<file path="config.mk">
export PLATFORM = sky130hd
export DESIGN_NAME = cpr_top
export DESIGN_NICKNAME = d
export VERILOG_FILES = /design/src/pkg/cpr_pkg.sv /design/src/hdl/cpr_edge.sv /design/src/hdl/cpr_deadtime.sv /design/src/hdl/cpr_top.sv
export SDC_FILE = /design/constraint.sdc
export NUM_CORES = 1
export LEC_CHECK = 0
export BUFFER_PORTS_ARGS = -buffer_cell sky130_fd_sc_hd__buf_2
export CAP_MARGIN = 20
export CORE_MARGIN = 4
export CORE_UTILIZATION = 55
export CTS_CLUSTER_DIAMETER = 80
export DETAILED_ROUTE_END_ITERATION = 16
export PLACE_DENSITY = 0.75
export SLEW_MARGIN = 10
export SYNTH_ARGS = -nofsm -noshare
export SYNTH_HDL_FRONTEND = slang
export SYNTH_HIERARCHICAL = 1
export SYNTH_SLANG_ARGS = --single-unit
</file>
<file path="constraint.sdc">
create_clock -name ref_clk_i -period 3.2 [get_ports ref_clk_i]
set_input_delay 0.48 -clock ref_clk_i [delete_from_list [all_inputs] [get_ports ref_clk_i]]
set_output_delay 0.48 -clock ref_clk_i [all_outputs]
set_load 0.01 [all_outputs]
</file>
<file path="src/pkg/cpr_pkg.sv">
// package: register map, field layout and timing for pattern block
package cpr_pkg;
    // bus widths
    localparam int ADDR_W = 20;
    localparam int DATA_W = 32;
    localparam int PAT_W = 16;
    localparam int NUM_PAT = 7;
    // register indices, byte address is four times these
    localparam logic [15:0] IDX_PAT1 = 16'h4074;
    localparam logic [15:0] IDX_PAT2 = 16'h4076;
    localparam logic [15:0] IDX_PAT3 = 16'h4078;
    localparam logic [15:0] IDX_PAT4 = 16'h407a;
    localparam logic [15:0] IDX_PAT5 = 16'h407c;
    localparam logic [15:0] IDX_PAT6 = 16'h407e;
    localparam logic [15:0] IDX_PAT7 = 16'h4080;
    localparam logic [6:0][15:0] PAT_IDX = {IDX_PAT7, IDX_PAT6, IDX_PAT5,
        IDX_PAT4, IDX_PAT3, IDX_PAT2, IDX_PAT1};
    // block-local control and status indices
    localparam logic [15:0] IDX_CTRL = 16'h40a0;
    localparam logic [15:0] IDX_STAT = 16'h40a1;
    localparam logic [15:0] IDX_MASK = 16'h40a2;
    localparam logic [15:0] IDX_DRV = 16'h40a3;
    // pattern field layout, phase p: 0=u 1=v 2=w
    localparam int PAT_CPE_LSB = 12;
    localparam int PAT_HI_POL_LSB = 7;
    localparam int PAT_LO_POL_LSB = 6;
    localparam int PAT_HI_EN_LSB = 1;
    localparam int PAT_LO_EN_LSB = 0;
    localparam logic [15:0] PAT_WR_MASK = 16'h7fff;
    localparam logic [15:0] PAT_RESET = 16'h0000;
    // edge/comparator code: [1:0] comparator (0 none), [2] falling edge
    localparam int CPE_FALL_BIT = 2;
    // control register layout
    localparam int CTRL_CST_LSB = 0;
    localparam int CTRL_TSEL_LSB = 4;
    localparam int CTRL_SWUPD_BIT = 8;
    // transfer trigger select codes
    localparam logic [1:0] TSEL_SW = 2'h0;
    localparam logic [1:0] TSEL_OVF = 2'h1;
    localparam logic [1:0] TSEL_ADC_OR_OVF = 2'h2;
    localparam logic [1:0] TSEL_ADC_THEN_OVF = 2'h3;
    // interrupt status bits
    localparam int IRQ_W = 2;
    localparam int IRQ_POS = 0;
    localparam int IRQ_XFER = 1;
    // dead time
    localparam int CLK_PERIOD_NS = 50;
    localparam int DEAD_TIME_NS = 500;
    localparam int DT_CNT_W = 8;
    localparam logic [7:0] DEAD_CYC =
        8'((DEAD_TIME_NS + CLK_PERIOD_NS - 1) / CLK_PERIOD_NS);
    // dead-time sequencer states
    typedef enum logic [3:0] {
        DT_OFF = 4'b0001,
        DT_HIGH = 4'b0010,
        DT_GAP = 4'b0100,
        DT_LOW = 4'b1000
    } cpr_dt_e;
    // byte address of a printed index
    function automatic logic [ADDR_W-1:0] addr_of(input logic [15:0] idx);
        addr_of = {2'b00, idx, 2'b00};
    endfunction
endpackage

</file>
<file path="src/hdl/cpr_edge.sv">
// selected-edge detector on the position detection inputs
module cpr_edge
(
    // clock and reset
    input wire logic ref_clk_i,
    input wire logic nrst_i,
    // position inputs and selection
    input wire logic [2:0] pos_i,
    input wire logic [2:0] cpe_i,
    input wire logic arm_i,
    // detection pulse
    output logic evt_o
);
    logic [2:0] prev_q; // last sample of all inputs
    logic evt_q; // registered pulse
    logic cur; // selected input now
    logic old; // selected input before
    logic hit; // edge match

    // pick comparator by low two bits, code 0 watches nothing
    always_comb
    begin
        cur = 1'b0;
        old = 1'b0;
        if (cpe_i[1:0] != 2'h0)
        begin
            cur = pos_i[cpe_i[1:0] - 2'h1];
            old = prev_q[cpe_i[1:0] - 2'h1];
        end
        if (cpe_i[cpr_pkg::CPE_FALL_BIT])
            hit = old & ~cur;
        else
            hit = cur & ~old;
    end

    // sample history, always running so arming sees no stale edge
    always_ff @(posedge ref_clk_i or negedge nrst_i)
    begin
        if (!nrst_i)
            prev_q <= 3'h0;
        else
            prev_q <= pos_i;
    end

    // one-cycle event while armed
    always_ff @(posedge ref_clk_i or negedge nrst_i)
    begin
        if (!nrst_i)
            evt_q <= 1'b0;
        else
            evt_q <= arm_i & (cpe_i[1:0] != 2'h0) & hit;
    end

    assign evt_o = evt_q;
endmodule

</file>
<file path="src/hdl/cpr_deadtime.sv">
// one phase of gate drive with complementary dead time
module cpr_deadtime
(
    // clock and reset
    input wire logic ref_clk_i,
    input wire logic nrst_i,
    // pattern bits for this phase
    input wire logic hi_en_i,
    input wire logic lo_en_i,
    input wire logic hi_pol_i,
    input wire logic lo_pol_i,
    // modulation input, high asks for high side
    input wire logic pwm_i,
    // gate pins
    output logic gate_hi_o,
    output logic gate_lo_o
);
    cpr_pkg::cpr_dt_e state_q; // sequencer state
    logic [7:0] cnt_q; // gap cycles left
    logic gate_hi_q; // high gate flop
    logic gate_lo_q; // low gate flop
    logic comp; // complementary mode
    logic hi_act; // high side on
    logic lo_act; // low side on

    assign comp = hi_en_i & lo_en_i;

    // in complementary mode never switch a side on directly from the other: always pass the gap
    always_ff @(posedge ref_clk_i or negedge nrst_i)
    begin
        if (!nrst_i)
        begin
            state_q <= cpr_pkg::DT_OFF;
            cnt_q <= 8'h00;
        end
        else if (!comp)
        begin
            state_q <= cpr_pkg::DT_OFF;
            cnt_q <= 8'h00;
        end
        else
        begin
            case (state_q)
                cpr_pkg::DT_OFF:
                begin
                    state_q <= cpr_pkg::DT_GAP;
                    cnt_q <= cpr_pkg::DEAD_CYC - 8'h01;
                end
                cpr_pkg::DT_HIGH:
                    if (!pwm_i)
                    begin
                        state_q <= cpr_pkg::DT_GAP;
                        cnt_q <= cpr_pkg::DEAD_CYC - 8'h01;
                    end
                cpr_pkg::DT_LOW:
                    if (pwm_i)
                    begin
                        state_q <= cpr_pkg::DT_GAP;
                        cnt_q <= cpr_pkg::DEAD_CYC - 8'h01;
                    end
                cpr_pkg::DT_GAP:
                    if (cnt_q == 8'h00)
                        state_q <= pwm_i ? cpr_pkg::DT_HIGH : cpr_pkg::DT_LOW;
                    else
                        cnt_q <= cnt_q - 8'h01;
                default:
                    state_q <= cpr_pkg::DT_OFF;
            endcase
        end
    end

    // active levels; single high side chops, single low side holds on
    always_comb
    begin
        if (comp)
        begin
            hi_act = (state_q == cpr_pkg::DT_HIGH);
            lo_act = (state_q == cpr_pkg::DT_LOW);
        end
        else
        begin
            hi_act = hi_en_i & pwm_i;
            lo_act = lo_en_i;
        end
    end

    // polarity applied last, so a disabled side rests at its inactive level
    always_ff @(posedge ref_clk_i or negedge nrst_i)
    begin
        if (!nrst_i)
        begin
            gate_hi_q <= 1'b0;
            gate_lo_q <= 1'b0;
        end
        else
        begin
            gate_hi_q <= hi_act ^ hi_pol_i;
            gate_lo_q <= lo_act ^ lo_pol_i;
        end
    end

    assign gate_hi_o = gate_hi_q;
    assign gate_lo_o = gate_lo_q;
endmodule

</file>
<file path="src/hdl/cpr_top.sv">
// commutation pattern registers with apb slave, transfer and gate drive
//
// Register access over APB was chosen for this implementation.
module cpr_top
(
    // clock and reset
    input wire logic ref_clk_i,
    input wire logic nrst_i,
    // apb slave
    input wire logic psel_i,
    input wire logic penable_i,
    input wire logic pwrite_i,
    input wire logic [19:0] paddr_i,
    input wire logic [31:0] pwdata_i,
    input wire logic [3:0] pstrb_i,
    output logic pready_o,
    output logic [31:0] prdata_o,
    output logic pslverr_o,
    // position detection and trigger sources
    input wire logic [2:0] pos_i,
    input wire logic comm_ovf_i,
    input wire logic adc_pos_i,
    // modulation per phase, index 0=u 1=v 2=w
    input wire logic [2:0] pwm_i,
    // gate drive and comparator enables
    output logic [2:0] gate_hi_o,
    output logic [2:0] gate_lo_o,
    output logic [2:0] cmp_en_o,
    // interrupt
    output logic irq_o
);
    // pattern storage, entry k holds pattern k+1
    logic [15:0] pat_q [cpr_pkg::NUM_PAT];
    logic [2:0] cst_q; // commutation state
    logic [1:0] tsel_q; // transfer trigger select
    logic xfer_pend_q; // software transfer pending
    logic [15:0] drv_q; // driver output pattern
    logic cmp_seen_q; // position event since last transfer
    logic [2:0] cmp_en_q; // comparator enables
    logic [1:0] stat_q; // sticky event bits
    logic [1:0] mask_q; // interrupt enables
    logic irq_q; // interrupt flop
    logic pready_q; // apb ready
    logic pslverr_q; // apb error
    logic [31:0] prdata_q; // apb read data
    // decode and helpers
    logic setup; // apb setup cycle
    logic wr; // write taking effect
    logic [6:0] hit_pat; // pattern hit per entry
    logic hit_ctrl; // control hit
    logic hit_stat; // status hit
    logic hit_mask; // mask hit
    logic hit_drv; // driver pattern hit
    logic hit_any; // mapped address
    logic [31:0] rdata_d; // read mux
    logic [15:0] wmask; // byte lanes as bit mask
    logic sw_trig; // software trigger
    logic xfer; // transfer this cycle
    logic pos_evt; // position detect pulse
    logic [2:0] cpe; // active edge/comparator field

    assign setup = psel_i & ~penable_i;
    assign wr = psel_i & penable_i & pready_q & pwrite_i & ~pslverr_q;
    assign wmask = {{8{pstrb_i[1]}}, {8{pstrb_i[0]}}};
    assign cpe = drv_q[cpr_pkg::PAT_CPE_LSB +: 3];

    // per-entry address match
    genvar k;
    generate
        for (k = 0; k < cpr_pkg::NUM_PAT; k++)
        begin : g_hit
            assign hit_pat[k] = (paddr_i == cpr_pkg::addr_of(cpr_pkg::PAT_IDX[k]));
        end
    endgenerate

    // address decode of block-local registers
    always_comb
    begin
        hit_ctrl = (paddr_i == cpr_pkg::addr_of(cpr_pkg::IDX_CTRL));
        hit_stat = (paddr_i == cpr_pkg::addr_of(cpr_pkg::IDX_STAT));
        hit_mask = (paddr_i == cpr_pkg::addr_of(cpr_pkg::IDX_MASK));
        hit_drv = (paddr_i == cpr_pkg::addr_of(cpr_pkg::IDX_DRV));
        hit_any = (|hit_pat) | hit_ctrl | hit_stat | hit_mask | hit_drv;
    end

    // read mux; reserved and upper bits read zero
    always_comb
    begin
        rdata_d = 32'h0000_0000;
        for (int i = 0; i < cpr_pkg::NUM_PAT; i++)
        begin
            if (hit_pat[i])
                rdata_d = {16'h0000, pat_q[i]};
        end
        if (hit_ctrl)
        begin
            rdata_d[cpr_pkg::CTRL_CST_LSB +: 3] = cst_q;
            rdata_d[cpr_pkg::CTRL_TSEL_LSB +: 2] = tsel_q;
        end
        if (hit_stat)
            rdata_d[1:0] = stat_q;
        if (hit_mask)
            rdata_d[1:0] = mask_q;
        if (hit_drv)
            rdata_d[15:0] = drv_q;
    end

    // apb answer: data and error prepared in setup, one access cycle
    always_ff @(posedge ref_clk_i or negedge nrst_i)
    begin
        if (!nrst_i)
        begin
            pready_q <= 1'b0;
            pslverr_q <= 1'b0;
            prdata_q <= 32'h0000_0000;
        end
        else
        begin
            pready_q <= setup;
            pslverr_q <= setup & ~hit_any;
            if (setup & ~pwrite_i)
                prdata_q <= rdata_d;
        end
    end

    // pattern registers, bit 15 reserved and never stored
    always_ff @(posedge ref_clk_i or negedge nrst_i)
    begin
        if (!nrst_i)
        begin
            for (int i = 0; i < cpr_pkg::NUM_PAT; i++)
                pat_q[i] <= cpr_pkg::PAT_RESET;
        end
        else
        begin
            for (int i = 0; i < cpr_pkg::NUM_PAT; i++)
            begin
                if (wr & hit_pat[i])
                    pat_q[i] <= ((pat_q[i] & ~wmask) | (pwdata_i[15:0] & wmask))
                        & cpr_pkg::PAT_WR_MASK;
            end
        end
    end

    // control: state and trigger select live in the low byte
    always_ff @(posedge ref_clk_i or negedge nrst_i)
    begin
        if (!nrst_i)
        begin
            cst_q <= 3'h0;
            tsel_q <= cpr_pkg::TSEL_SW;
        end
        else if (wr & hit_ctrl & pstrb_i[0])
        begin
            cst_q <= pwdata_i[cpr_pkg::CTRL_CST_LSB +: 3];
            tsel_q <= pwdata_i[cpr_pkg::CTRL_TSEL_LSB +: 2];
        end
    end

    // software trigger: update bit, or any state write, in software mode
    assign sw_trig = wr & hit_ctrl & (tsel_q == cpr_pkg::TSEL_SW)
        & ((pstrb_i[1] & pwdata_i[cpr_pkg::CTRL_SWUPD_BIT]) | pstrb_i[0]);

    // delayed one cycle so the transfer sees the freshly written state
    always_ff @(posedge ref_clk_i or negedge nrst_i)
    begin
        if (!nrst_i)
            xfer_pend_q <= 1'b0;
        else
            xfer_pend_q <= sw_trig;
    end

    // trigger source per select code
    always_comb
    begin
        case (tsel_q)
            cpr_pkg::TSEL_SW: xfer = xfer_pend_q;
            cpr_pkg::TSEL_OVF: xfer = comm_ovf_i;
            cpr_pkg::TSEL_ADC_OR_OVF: xfer = adc_pos_i | comm_ovf_i;
            cpr_pkg::TSEL_ADC_THEN_OVF: xfer = cmp_seen_q ? comm_ovf_i : adc_pos_i;
            default: xfer = 1'b0;
        endcase
    end

    // tracks whether a comparator edge came since the last transfer
    always_ff @(posedge ref_clk_i or negedge nrst_i)
    begin
        if (!nrst_i)
            cmp_seen_q <= 1'b0;
        else if (pos_evt)
            cmp_seen_q <= 1'b1; // set wins over transfer clear
        else if (xfer)
            cmp_seen_q <= 1'b0;
    end

    // driver output pattern, state 0 loads an all-off pattern
    always_ff @(posedge ref_clk_i or negedge nrst_i)
    begin
        if (!nrst_i)
            drv_q <= cpr_pkg::PAT_RESET;
        else if (xfer)
        begin
            if (cst_q == 3'h0)
                drv_q <= cpr_pkg::PAT_RESET;
            else
                drv_q <= pat_q[cst_q - 3'h1];
        end
    end

    // comparator enables follow the active field while state is nonzero
    always_ff @(posedge ref_clk_i or negedge nrst_i)
    begin
        if (!nrst_i)
            cmp_en_q <= 3'h0;
        else if ((cst_q != 3'h0) && (cpe[1:0] != 2'h0))
            cmp_en_q <= 3'(3'h1 << (cpe[1:0] - 2'h1));
        else
            cmp_en_q <= 3'h0;
    end

    // edge detector, armed only while a pattern is selected
    cpr_edge u_edge
    (
        .ref_clk_i(ref_clk_i),
        .nrst_i(nrst_i),
        .pos_i(pos_i),
        .cpe_i(cpe),
        .arm_i(cst_q != 3'h0),
        .evt_o(pos_evt)
    );

    // sticky status, write one clears, a new event wins over the clear
    always_ff @(posedge ref_clk_i or negedge nrst_i)
    begin
        if (!nrst_i)
            stat_q <= 2'h0;
        else
        begin
            stat_q <= (stat_q & ~((wr & hit_stat & pstrb_i[0]) ? pwdata_i[1:0] : 2'h0))
                | {xfer, pos_evt};
        end
    end

    // interrupt mask
    always_ff @(posedge ref_clk_i or negedge nrst_i)
    begin
        if (!nrst_i)
            mask_q <= 2'h0;
        else if (wr & hit_mask & pstrb_i[0])
            mask_q <= pwdata_i[1:0];
    end

    // level interrupt, one cycle behind the status bits
    always_ff @(posedge ref_clk_i or negedge nrst_i)
    begin
        if (!nrst_i)
            irq_q <= 1'b0;
        else
            irq_q <= |(stat_q & mask_q);
    end

    // one gate pair per phase from the transferred pattern
    genvar p;
    generate
        for (p = 0; p < 3; p++)
        begin : g_phase
            cpr_deadtime u_dt
            (
                .ref_clk_i(ref_clk_i),
                .nrst_i(nrst_i),
                .hi_en_i(drv_q[cpr_pkg::PAT_HI_EN_LSB + 2*p]),
                .lo_en_i(drv_q[cpr_pkg::PAT_LO_EN_LSB + 2*p]),
                .hi_pol_i(drv_q[cpr_pkg::PAT_HI_POL_LSB + 2*p]),
                .lo_pol_i(drv_q[cpr_pkg::PAT_LO_POL_LSB + 2*p]),
                .pwm_i(pwm_i[p]),
                .gate_hi_o(gate_hi_o[p]),
                .gate_lo_o(gate_lo_o[p])
            );
        end
    endgenerate

    // outputs straight from flops
    assign pready_o = pready_q;
    assign pslverr_o = pslverr_q;
    assign prdata_o = prdata_q;
    assign cmp_en_o = cmp_en_q;
    assign irq_o = irq_q;
endmodule

</file>
---- Word-level counts from Yosys, hierarchy flattened ----
Index checks and enable logic that the tools add are counted.
operators by class
  add/subtract/negate cells ............... 5
  multiply operators ...................... 0
  div/mod/pow operators ................... 0
  order comparisons ....................... 2
  equal/unequal tests ..................... 41
  shifts and indexed selects .............. 1
  multiplexer cells ....................... 68
  bitwise logic cells ..................... 72
  reduce and logical (&&, ||, !) cells .... 17
operators by type and width
  kind                    number
  $eq A20 B17 Y1 const B  11
  $and A15 B15 Y15        8
  $mux W15                7
  $or A15 B15 Y15         7
  $mux W8                 12
  $pmux W8 S4             3
  $mux W16                4
  $mux W4                 15
  $bmux W16 S3            1
  $pmux W4 S4             3
  $ne A3 B3 Y1 const B    12
  $and A1 B1 Y1           33
  $logic_not A8 Y1        3
  $sub A8 B1 Y8 const B   3
  $ne A5 B5 Y1 const B    3
  $not A15 Y15            1
  $mux W1                 14
  $eq A4 B1 Y1 const B    3
  $eq A4 B2 Y1 const B    3
  $eq A4 B3 Y1 const B    3
  $eq A4 B4 Y1 const B    3
  $reduce_and A4 Y1       3
  $reduce_and A3 Y1       3
  $mux W2                 4
  other kinds (24)        44
word-level totals
  register bits after elaboration ......... 216
  bits in latches ......................... 0
  bits in writable memories ............... 0
  memory bits (read-only) ................. 0
  input port bits ......................... 69
  output and inout port bits .............. 44
  memories kept ........................... 0

---- Logic depth before layout (Yosys ltp) ----
Gate-level depths: netlist of run 1.
  depth in word-level cells ............... 12
  mapped depth ............................ 12
  gate-level depth less buffers ........... 7

---- By module ----
Netlist of run 1, hierarchy kept.
by module, submodules not included
  module                              instances  cells each  area an instance (um2)
  cpr_top                             1          709         8096.5
  cpr_deadtime (g_phase[1].u_dt ...)  2          96          928.4
  cpr_deadtime (g_phase[0].u_dt)      1          92          973.4
  cpr_edge                            1          17          191.4

---- Least setup slack after synthesis of run 1 ----
OpenSTA, ideal clock, no wires.
  path type ............................... flip-flop to flip-flop
  start ................................... register cst_q[0]
  end ..................................... register drv_q[10]
  library setup time ...................... 0.133 ns
  arrival time ............................ 2.723 ns
  data required time ...................... 3.067 ns
  path slack .............................. 0.344 ns
  stages on the path, launching flop included .. 11
  buffers on the path ..................... 5
  period minus slack after synthesis ...... 2.856 ns
  path through ............................ dfrtp_1 buf_2 buf_2 clkinv_1 buf_1 ha_1 clkbuf_1 clkbuf_1 mux4_2 o21ai_0 o21ai_0
between the ends
  cells in the longest elaborated chain, start to end .. 6
  elaborated cells between the ends (all ways) .. 7
  classes of those cells .................. add/sub (1); mux (4); bitwise (1); reduce/logical (1)
RTL lines
  element                                      RTL line        text
  start, declared                              cpr_top.sv:34   logic [2:0] cst_q;
  start signal, assigned                       cpr_top.sv:155  cst_q <= pwdata_i[cpr_pkg::CTRL_CST_LSB +: 3];
  $sub A3 B1 Y3                                cpr_top.sv:206  drv_q <= pat_q[cst_q - 3'h1];
  $not A3 Y4 (implied by the code)             cpr_top.sv:206
  $bmux W16 S3                                 cpr_top.sv:206
  $mux W16 (implied by the code) (2 in a row)  cpr_top.sv:206
  $mux W16 *                                   cpr_top.sv:203  if (cst_q == 3'h0)
  end signal, assigned                         cpr_top.sv:200  drv_q <= cpr_pkg::PAT_RESET;
  end signal, assigned                         cpr_top.sv:204  drv_q <= cpr_pkg::PAT_RESET;
  end signal, assigned                         cpr_top.sv:206
  end, declared                                cpr_top.sv:37   logic [15:0] drv_q;
Mark *: on every way between the ends. The rest lies on a longest branch, timed or not. The select of a mux whose other input is x is not followed.
A chain may end at the register's enable or synchronous reset.

---- Final worst setup path of run 1 ----
  start ................................... input paddr_i[11]
  end ..................................... register prdata_q[5], in the netlist prdata_o[5]
between the ends
  cells in the longest elaborated chain, start to end .. 10
  elaborated cells between the ends (all ways) .. 18
  classes of those cells .................. eq/ne (9); mux (9)
RTL lines
  element                RTL line        text
  start, declared        cpr_top.sv:13   input wire logic [19:0] paddr_i,
  $eq A20 B17 Y1         cpr_top.sv:72   assign hit_pat[k] = (paddr_i == cpr_pkg::addr_of(cpr_pkg::PAT_IDX[k]));
  $mux W15 (7 in a row)  cpr_top.sv:92   if (hit_pat[i])
  $mux W2                cpr_top.sv:95   if (hit_ctrl)
  $mux W16 *             cpr_top.sv:104  if (hit_drv)
  end signal, assigned   cpr_top.sv:122  prdata_q <= rdata_d;
  end, declared          cpr_top.sv:45   logic [31:0] prdata_q;
Mark *: on every way between the ends. The rest lies on a longest branch, timed or not.

==> metrics.cfg, run 1 <==
[final_layout]
finalNonFillerCells = 1399
diodes = 0
layout.nets = 1199
drive_above_1_share_pct = 31.83
multi_input_area_sq_um = 5812
ff_latch_area_sq_um = 4959
fillCellCount = 1597
syn2layout_area_growth_pct = 13.52

[worst_setup_path]
cpPeakStageDelay_ns = 0.62
reg2regPathDepth = 9
crit_path_start_kind = primary input
worstPathRequired_ns = 3.58
r2r_end = drv_q[11]
rrSetupSlack_ns = 0.86
r2r-start = cst_q[0]
crit_fanout = 9
slowest_stage = or4_4
end_kind = flop
crit_arrival_ns = 3.01
crit_type = primary input to flop
path_cells = buf_2 -> or4_4 -> nor4_4 -> and2_1 -> a221oi_1 -> o21ai_0 -> a21o_1

[clock_tree]
insertion_delay_ns = 0.44
tritoncts = built
numCtsBuffers = 17
clock-root-buffer = clkbuf_16
cts_setup_buffers = 0
postCtsHoldBufs = 0
cts-resized-gates = 0
htree_levels = 4
cts.sinks = 198
clk_pin_slew_ns = 0.07
clockBufferDepth = 2

[floorplanning]
dieWidth_um = 150.2
die_y_um = 150.2
io_pins = 113
dieArea_sq_um = 22550
initial_utilization_pct = 56.57
rows = 51
core_area_sq_um = 19650

[timing]
period_minus_slack_ns = 2.635
layout_setup_ws_ns = 0.5652
slew_violations = 0
setup-violations-final = 0
fmax_mhz = 379.5
tightest_slew_ns = 0.7215
fin_skew_ns = 0.01054
setup_tns_ns = 0
post-route-period-util_pct = 82.34
slew_headroom_pct = 51.90
rsz0062_at_grt = no
hold_viol_final = 0

[yosys]
post_synth_xor_area_fraction_pct = 0.6302
yosysTopAreaCell = dfrtp_1
synth_compound_area_share_pct = 16.08
yosys_warnings = 6
async_flop_share_pct = 100.0
synth.distinct_cells = 102
avgSynthCellArea_sq_um = 11.01
synthesis.area_sq_um = 11120
synth_adder_area_share_pct = 1.013
synth_top_family_by_area = simple AND/OR/NAND/NOR gates
synth_area_leaders = dfrtp_1 (44%), mux2_2 (11%), nand2_1 (3.1%), mux4_2 (3.0%), o21ai_0 (2.6%)
synthMuxAreaShare_pct = 16.57
synth_top_area_share_pct = 43.89
syn_inst = 1010
synth.most_common_cell = dfrtp_1
ys_top_cells_by_count = dfrtp_1 (195), mux2_2 (113), nand2_1 (91), o21ai_0 (58), nor2_1 (47)
ys_seq_area_share_pct = 44.60
synth_edf_count = 0
ys_seq_elements = 198
synth_flop_cell = dfrtp_1
synth-simple-area-share_pct = 17.34

[route]
finalWirelength_um = 31610
via_count = 8989
wl_per_cell_um = 22.59
drc = 0
ant_nets = 0
drtIter0Drc = 781
firstDrtPassIters = 5
routed_via_density = 6.425

[global_routing]
grt_pass1_wl_um = 49220
grt_pass1_vias = 8653
grt_max_degree = 70
antenna_found_initial = 1
grt_usage_pct = 28.39
overflow = 0

[power_and_ir_drop]
peakVddDrop_uv = 309.3
power_density_nw_per_um2 = 395.2
p_leak_nw = 5.614
power.total_mw = 4.988

[hold_path]
hold_path.class = primary input to asynchronous set/reset pin

[placed_design]
place.gp.congestion = 0.9627
dp_hpwl_um = 23210
port-buffer-count = 76
pre_cts_ws_ns = 0.2366
placedCellCount = 1367

[flow_run]
maxCapViolCount = 0

[outcome]
status = finished, final reports clean

critical path, delay by kind of cell:
| kind | cells | cell delay, ns |
|---|---|---|
| AOI/OAI and AO/OA | 3 | 0.69 |
| buffers and inverters | 1 | 0.10 |
| and+or+nand+nor | 3 | 1.72 |
flip-flops by register name, indices dropped and copies added, names as in the netlist, 12 cells and up:
name / flops
pat_q: 105
g_phase.u_dt/cnt_q: 24
drv_q: 15
prdata_o: 15
g_phase.u_dt/state_q: 12
area by class of cell:
cell class | count | share of cell area (%)
Inverter | 29 | 0.8625
Clock buffer | 21 | 3.728
Multi-Input combinational cell | 744 | 46.05
Sequential cell | 198 | 39.29
Timing Repair Buffer | 131 | 6.553
Tap cell | 265 | 2.627
Clock inverter | 11 | 0.8922
through the flow:
step	utilization [%]	cell area, sq um	hold slack [ns]
6_report	64.22	12620	0.03271
5_1_grt	64.22	12620	0.07182
4_1_cts	64.22	12620	0.05734
3_5_place_dp	61.25	12040	0.4843
3_3_place_gp	61.25	12040	0.4780
2_1_floorplan	-	11180	0.1844
report_power, final:
group | internal (mW) | leakage [nW] | switching (mW)
Combinational | 0.0898 | 2.62 | 0.195
Clock | 1.15 | 0.279 | 1.01
Sequential | 2.53 | 2.71 | 0.0164
Total | 3.77 | 5.61 | 1.22
placed cells by master (no fill, tap or decap), drive strengths merged, types with 5 or more instances in the layout:
cell and n:
mux2 114, o21ai 60, inv 33, o22ai 15
a22oi 17, or2 5, o31ai 6, nand2b 6
o311a 5, nor2b 7, or4 6, nor4b 9
nand3 21, dfrtp 195, mux4 15, nor3 19
o221ai 8, nor3b 6, a21oi 26, a32oi 6
or3b 6, a211oi 6, and3 7, a31oi 8
ha 9, conb 17, xnor2 6, nor2 66
a21o 8, buf 130, clkbuf 22, mux2i 22
and2 6, or4b 7, or3 6, nor4 16
nand2 92, a221oi 23, o211ai 21, nand4 8
worst max path at each step:
stage | startpoint | endpoint | slack, ns | depth (start not counted)
after floorplan | cst_q[0] | drv_q[10] | 0.34 | 10
after global placement | paddr_i[11] | prdata_o[2] | 0.19 | 7
after detailed placement | paddr_i[11] | prdata_o[5] | 0.24 | 7
after CTS | paddr_i[11] | prdata_o[11] | 0.61 | 7
after global routing | paddr_i[11] | prdata_o[11] | 0.57 | 7
final | paddr_i[11] | prdata_o[5] | 0.57 | 7
cell families after synthesis:
logic type / Yosys count
AND/OR/NAND/NOR: 313
AO/OA/AOI/OAI: 246
flip-flops: 198
multiplexers: 151
buffers and inverters: 84
adder cells (fa/ha/maj): 9
XOR/XNOR: 8
other: 1
layer usage:
layer  track usage, %  vias to the layer above  wire length [um]
met4            10.70                        2               897
li1                 -                     4038                 -
met5                0                        -                 7
met1            39.29                     4475             13350
met2            44.11                      407             14680
met3            6.291                       67              2666
No activity file was read; power rests on OpenSTA's default activity.
==> run 2, diff against run 1 <==
==> constraint.sdc (replaced) <==
create_clock -name ref_clk_i -period 2.75 [get_ports ref_clk_i]
set_input_delay 0.4125 -clock ref_clk_i [delete_from_list [all_inputs] [get_ports ref_clk_i]]
set_output_delay 0.4125 -clock ref_clk_i [all_outputs]
set_load 0.01 [all_outputs]
==> run 2 against run 1 <==
- die area unchanged
- critical path depth did not move
- clock skew shrank 0.0016 ns
- via count rose by 1.5%
- hold slack got worse by 0.025 ns
- sequential share of layout area down 0.70 points
- cell count increased by 1.8%
- power grew 16%
- combinational power increased by 18%
- setup slack got worse by 0.11 ns
- core utilization increased by 1.2 points
- critical endpoint is now prdata_o[0]
- largest cell class unchanged
- largest power group unchanged
==> metrics.cfg, run 2 (synthesis results as in run 1) <==
[timing]
fmax_mhz = 436.1
period_minus_slack_ns = 2.293
tightest_slew_ns = 0.6698  ; was 0.7215 ns
fin_skew_ns = 0.008928  ; was 0.01054 ns
post-route-period-util_pct = 83.39
rsz0062_at_grt = no  ; unchanged
hold_viol_final = 0  ; unchanged
setup-violations-final = 0  ; unchanged
slew_headroom_pct = 54.19  ; was 51.90%
hold_ws_ns = 0.008054  ; was 0.03271 ns
setup_tns_ns = 0  ; unchanged
layout_setup_ws_ns = 0.4568  ; was 0.5652 ns
slew_violations = 0  ; unchanged

[final_layout]
fillCellCount = 1541  ; was 1,597
multi_input_area_sq_um = 5812  ; unchanged
largestRegisters = pat_q: 105 flops, g_phase.u_dt/cnt_q: 24 flops  ; unchanged
fin_util_pct = 65.39  ; was 64.22%
finalNonFillerCells = 1424  ; was 1,399
layout.nets = 1224  ; was 1,199
top_register = pat_q  ; unchanged
largest_reg_flops = 105  ; unchanged
diodes = 0  ; unchanged
ff_latch_area_sq_um = 4959  ; unchanged
drive_above_1_share_pct = 33.39  ; was 31.83%
layout_common_cells = dfrtp_1 (195), mux2_2 (113), nand2_1 (91)  ; unchanged
syn2layout_area_growth_pct = 15.59  ; was 13.52%
mostFrequentLayoutCell = dfrtp_1  ; unchanged

[clock_tree]
insertion_delay_ns = 0.44  ; about the same
clockBufferDepth = 2  ; unchanged
postCtsHoldBufs = 0  ; unchanged
cts-resized-gates = 0  ; unchanged
numCtsBuffers = 17  ; unchanged
cts_setup_buffers = 0  ; unchanged
clock-root-buffer = clkbuf_16  ; unchanged
tritoncts = built  ; unchanged
cts.sinks = 198  ; unchanged
htree_levels = 4  ; unchanged
clk_pin_slew_ns = 0.07  ; about the same

[route]
drtIter0Drc = 931  ; was 781
routed_via_density = 6.407  ; was 6.425
ant_nets = 0  ; unchanged
drc = 0  ; unchanged
wl_per_cell_um = 22.16  ; was 22.59 um
finalWirelength_um = 31550  ; was 31,610 um
via_count = 9123  ; was 8,989
firstDrtPassIters = 6  ; was 5

[global_routing]
grt_usage_pct = 28.61  ; was 28.39%
antenna_found_initial = 2  ; was 1
overflow = 0  ; unchanged
grt_pass1_wl_um = 49450  ; was 49,220 um
grt_pass1_vias = 8851  ; was 8,653
grt_max_degree = 74  ; was 70

[worst_setup_path]
reg2regPathDepth = 6  ; was 9
crit_type = primary input to flop  ; unchanged
crit_path_start_kind = primary input  ; unchanged
worstPathRequired_ns = 3.07  ; was 3.58 ns
crit_fanout = 6  ; was 9
end_kind = flop  ; unchanged
crit_arrival_ns = 2.62  ; was 3.01 ns

[floorplanning]
die_y_um = 150.2  ; unchanged
rows = 51  ; unchanged
initial_utilization_pct = 56.57  ; unchanged
dieArea_sq_um = 22550  ; unchanged
dieWidth_um = 150.2  ; unchanged
core_area_sq_um = 19650  ; unchanged
io_pins = 113  ; unchanged

[hold_path]
hold_path.class = primary input to asynchronous set/reset pin  ; unchanged

[power_and_ir_drop]
p_leak_nw = 5.756  ; was 5.614 nW
power_density_nw_per_um2 = 448.5  ; was 395.2 nW/um^2
peakVddDrop_uv = 460.1  ; was 309.3 uV

[placed_design]
place.gp.congestion = 0.9806  ; was 0.9627
port-buffer-count = 76  ; unchanged
pre_cts_ws_ns = 0.06130  ; was 0.2366 ns
placedCellCount = 1392  ; was 1,367
dp_hpwl_um = 23400  ; was 23,210 um

[outcome]
status = finished, final reports clean  ; unchanged

[flow_run]
maxCapViolCount = 0  ; unchanged

==> run 2: cell types whose count changed in the layout (fill, tap and decap cells not counted) <==
cell	delta
buf_4	+21
buf_12	+4
clkinv_2	+2
clkbuf_1	-1
clkbuf_8	-1
clkinv_4	+1
inv_6	-1
==> run 2: metal layers <==
layer,track usage [%],part of all wire (%),routed length [um],vias up
met3,6.863,8.5,2697,91
li1,-,-,-,4092
met5,0,0.051,16,-
met1,39.40,41,13030,4468
met2,44.60,47,14680,468
met4,10.11,3.6,1133,4
==> run 2: through the flow <==
stage | area, sq um | total power, mW
CTS | 12850 | 5.789
global route | 12850 | 5.961
floorplan | 11180 | 3.145
finish | 12850 | 5.763
global placement | 12280 | 3.339
detailed placement | 12280 | 3.345
==> run 2: final timing paths <==
path	end	start	slack (ns)
min in group ref_clk_i	u_edge/prev_q[2]	pos_i[2]	0.09
setup reg to reg	mask_q[1]	pready_o	0.47
hold / removal	g_phase[1].u_dt/cnt_q[7]	nrst_i	0.008
max in group asynchronous	g_phase[0].u_dt/state_q[0]	nrst_i	2.02
setup / recovery	prdata_o[0]	paddr_i[1]	0.46
hold reg to reg	prdata_o[7]	prdata_o[7]	0.49
==> run 2: layout make-up <==
cell class                 count  area share [%]
multi-input combinational    744           45.22
sequential                   198           38.58
timing repair buffer         156           8.285
clock buffer                  19           3.524
tap                          265           2.580
clock inverter                13          0.9541
inverter                      29          0.8470
==> run 2: worst max-delay path: stages <==
cell	delay, ns
buf_2	0.14
or4b_1	0.64
buf_4	0.20
a2111oi_0	0.64
a211oi_1	0.14
o221a_2	0.16
a221o_1	0.28
==> run 2: where the power goes <==
group          total (mW)  internal, mW  leakage, nW  switching (mW)
clock                2.47          1.31        0.278            1.16
combinational       0.335         0.109         2.77           0.226
sequential           2.96          2.94         2.71          0.0180
total                5.76          4.36         5.76            1.41
==> run 3, diff against run 2 <==
==> constraint.sdc (replaced) <==
create_clock -name ref_clk_i -period 2.3 [get_ports ref_clk_i]
set_input_delay 0.345 -clock ref_clk_i [delete_from_list [all_inputs] [get_ports ref_clk_i]]
set_output_delay 0.345 -clock ref_clk_i [all_outputs]
set_load 0.01 [all_outputs]
==> run 3 against run 2 <==
- critical endpoint is now drv_q[12]
- first-iteration DRC count decreased by 15%
- clock skew decreased by 0.0012 ns
- sequential share of layout area decreased by 1.6 points
==> metrics.cfg, run 3 (synthesis results as in run 1) <==
[worst_setup_path]
crit_fanout = 8  ; was 6
crit_type = flop to flop  ; was primary input to flop
crit_path_start_kind = flop  ; was primary input
r2r-start = cst_q[1]  ; was pready_o
cpPeakStageDelay_ns = 0.52  ; was 0.64 ns
path_cells = inv_1 -> ha_1 -> buf_4 -> mux4_2 -> o21ai_0 -> o21ai_0  ; was buf_2 -> or4b_1 -> buf_4 -> a2111oi_0 -> a211oi_1 -> o221a_2 -> a221o_1
reg2regPathDepth = 6  ; unchanged
r2r_end = drv_q[12]  ; was mask_q[1]
cp_common_cell = o21ai_0
end_kind = flop  ; unchanged
worstPathRequired_ns = 2.61  ; was 3.07 ns
crit_arrival_ns = 2.47  ; was 2.62 ns
slowest_stage = ha_1  ; was or4b_1
rrSetupSlack_ns = 0.14  ; was 0.47 ns

[placed_design]
pre_cts_ws_ns = -0.2703  ; was 0.06130 ns
place.gp.congestion = 0.9982  ; was 0.9806
port-buffer-count = 76  ; unchanged
placedCellCount = 1449  ; was 1,392
dp_hpwl_um = 24750  ; was 23,400 um

[timing]
hold_ws_ns = 0.03513  ; was 0.008054 ns
slew_violations = 0  ; unchanged
slew_headroom_pct = 54.84  ; was 54.19%
tightest_slew_ns = 0.6774  ; was 0.6698 ns
layout_setup_ws_ns = 0.1376  ; was 0.4568 ns
fin_skew_ns = 0.007767  ; was 0.008928 ns
rsz0062_at_grt = no  ; unchanged
setup-violations-final = 0  ; unchanged
fmax_mhz = 462.5
post-route-period-util_pct = 94.02
period_minus_slack_ns = 2.162
hold_viol_final = 0  ; unchanged

[final_layout]
drive_above_1_share_pct = 36.40  ; was 33.39%
layout.nets = 1282  ; was 1,224
largest_reg_flops = 105  ; unchanged
fillCellCount = 1523  ; was 1,541
mostFrequentLayoutCell = dfrtp_1  ; unchanged
diodes = 0  ; unchanged
top_register = pat_q  ; unchanged
syn2layout_area_growth_pct = 20.63  ; was 15.59%
layout_common_cells = dfrtp_1 (195), buf_4 (122), mux2_2 (113)  ; was dfrtp_1 (195), mux2_2 (113), nand2_1 (91)
finalNonFillerCells = 1482  ; was 1,424
multi_input_area_sq_um = 5824  ; was 5812 sq um
largestRegisters = pat_q: 105 flops, g_phase.u_dt/cnt_q: 24 flops  ; unchanged
ff_latch_area_sq_um = 4959  ; unchanged

[power_and_ir_drop]
power_density_nw_per_um2 = 515.8  ; was 448.5 nW/um^2
p_leak_nw = 6.049  ; was 5.756 nW
power.total_mw = 6.917  ; was 5.763 mW
peakVddDrop_uv = 425.8  ; was 460.1 uV

[global_routing]
overflow = 0  ; unchanged
gr-usage-met1_pct = 42.35  ; was 39.40%
grt_max_degree = 50  ; was 74
busiest_layer = met2  ; unchanged
grt_pass1_vias = 9351  ; was 8,851
antenna_found_initial = 0  ; was 2
grt_usage_pct = 30.51  ; was 28.61%
grt_pass1_wl_um = 52640  ; was 49,450 um
use_met2_pct = 48.75  ; was 44.60%
met3_usage_pct = 5.509  ; was 6.863%

[clock_tree]
tritoncts = built  ; unchanged
htree_levels = 4  ; unchanged
insertion_delay_ns = 0.44  ; about the same
clockBufferDepth = 2  ; unchanged
cts.sinks = 198  ; unchanged
clock-root-buffer = clkbuf_16  ; unchanged
postCtsHoldBufs = 1  ; was 0
numCtsBuffers = 17  ; unchanged
clk_pin_slew_ns = 0.07  ; about the same
cts_setup_buffers = 0  ; unchanged
cts-resized-gates = 0  ; unchanged

[route]
via_count = 9355  ; was 9,123
routed_via_density = 6.312  ; was 6.407
wl_per_cell_um = 22.25  ; was 22.16 um
drc = 0  ; unchanged
firstDrtPassIters = 5  ; was 6
finalWirelength_um = 32970  ; was 31,550 um
drtIter0Drc = 791  ; was 931
ant_nets = 0  ; unchanged

[floorplanning]
dieArea_sq_um = 22550  ; unchanged
io_pins = 113  ; unchanged
core_area_sq_um = 19650  ; unchanged
rows = 51  ; unchanged
dieWidth_um = 150.2  ; unchanged
die_y_um = 150.2  ; unchanged
initial_utilization_pct = 56.57  ; unchanged

[hold_path]
min_from = pos_i[1]
min_to = u_edge/prev_q[1]
min_path_cells = 1
hold_path.class = primary input to flop  ; was primary input to asynchronous set/reset pin

[flow_run]
maxCapViolCount = 0  ; unchanged

[outcome]
status = finished, final reports clean  ; unchanged

==> run 3: changes by cell type in the layout (fill, tap and decap cells not counted), sizes merged <==
cell and delta:
buf +57, clkinv -3, clkbuf +4, clkinvlp +1, dlygate4sd3 +1, inv -2
==> run 3: through the flow <==
step	cell area [sq um]	utilization (%)	setup TNS (ns)
5_1_grt	13410	68.24	0
2_1_floorplan	11210	-	-0.3504
6_report	13410	68.24	0
3_5_place_dp	12830	65.28	-22.28
3_3_place_gp	12830	65.28	-18.97
4_1_cts	13410	68.24	0
==> run 3: worst max path at each step <==
stage | start | to | slack, ns | depth (start not counted)
3_5_place_dp | paddr_i[11] | prdata_o[5] | -0.27 | 10
2_1_floorplan | paddr_i[11] | pat_q[34] | -0.03 | 5
5_1_grt | cst_q[1] | drv_q[11] | 0.06 | 8
3_3_place_gp | paddr_i[11] | pat_q[13] | -0.22 | 7
6_report | cst_q[1] | drv_q[12] | 0.14 | 6
4_1_cts | paddr_i[11] | prdata_o[5] | 0.18 | 10
==> run 3: report_power, final <==
part / switching, mW / internal (mW) / leakage, nW
logic: 0.270 / 0.150 / 3.07
clock network: 1.37 / 1.59 / 0.268
registers: 0.0232 / 3.51 / 2.71
==> run 3: per-layer routing <==
metal  vias to the layer above  part of all wire [%]
li1                       4201                     -
met1                      4635                    42
met2                       437                    47
met3                        82                   7.9
met4                         0                   3.0
met5                         -                     0
==> run 3: critical path, delay by kind of cell, from the launching register on <==
family                     cells  cell delay, ns
AOI/OAI and AO/OA              2            0.41
DFF                            1            0.35
adders and majority gates      1            0.52
buffers and inverters          2            0.37
muxes                          1            0.37
==> run 3: layout make-up <==
type                    count  share of cell area [%]
multi-input cells         744                   43.43
flip-flops and latches    198                   36.97
repair buffers            214                   12.04
clock buffers              23                   3.564
well taps                 265                   2.472
inverters                  29                  0.8210
clock inverters             9                  0.6997
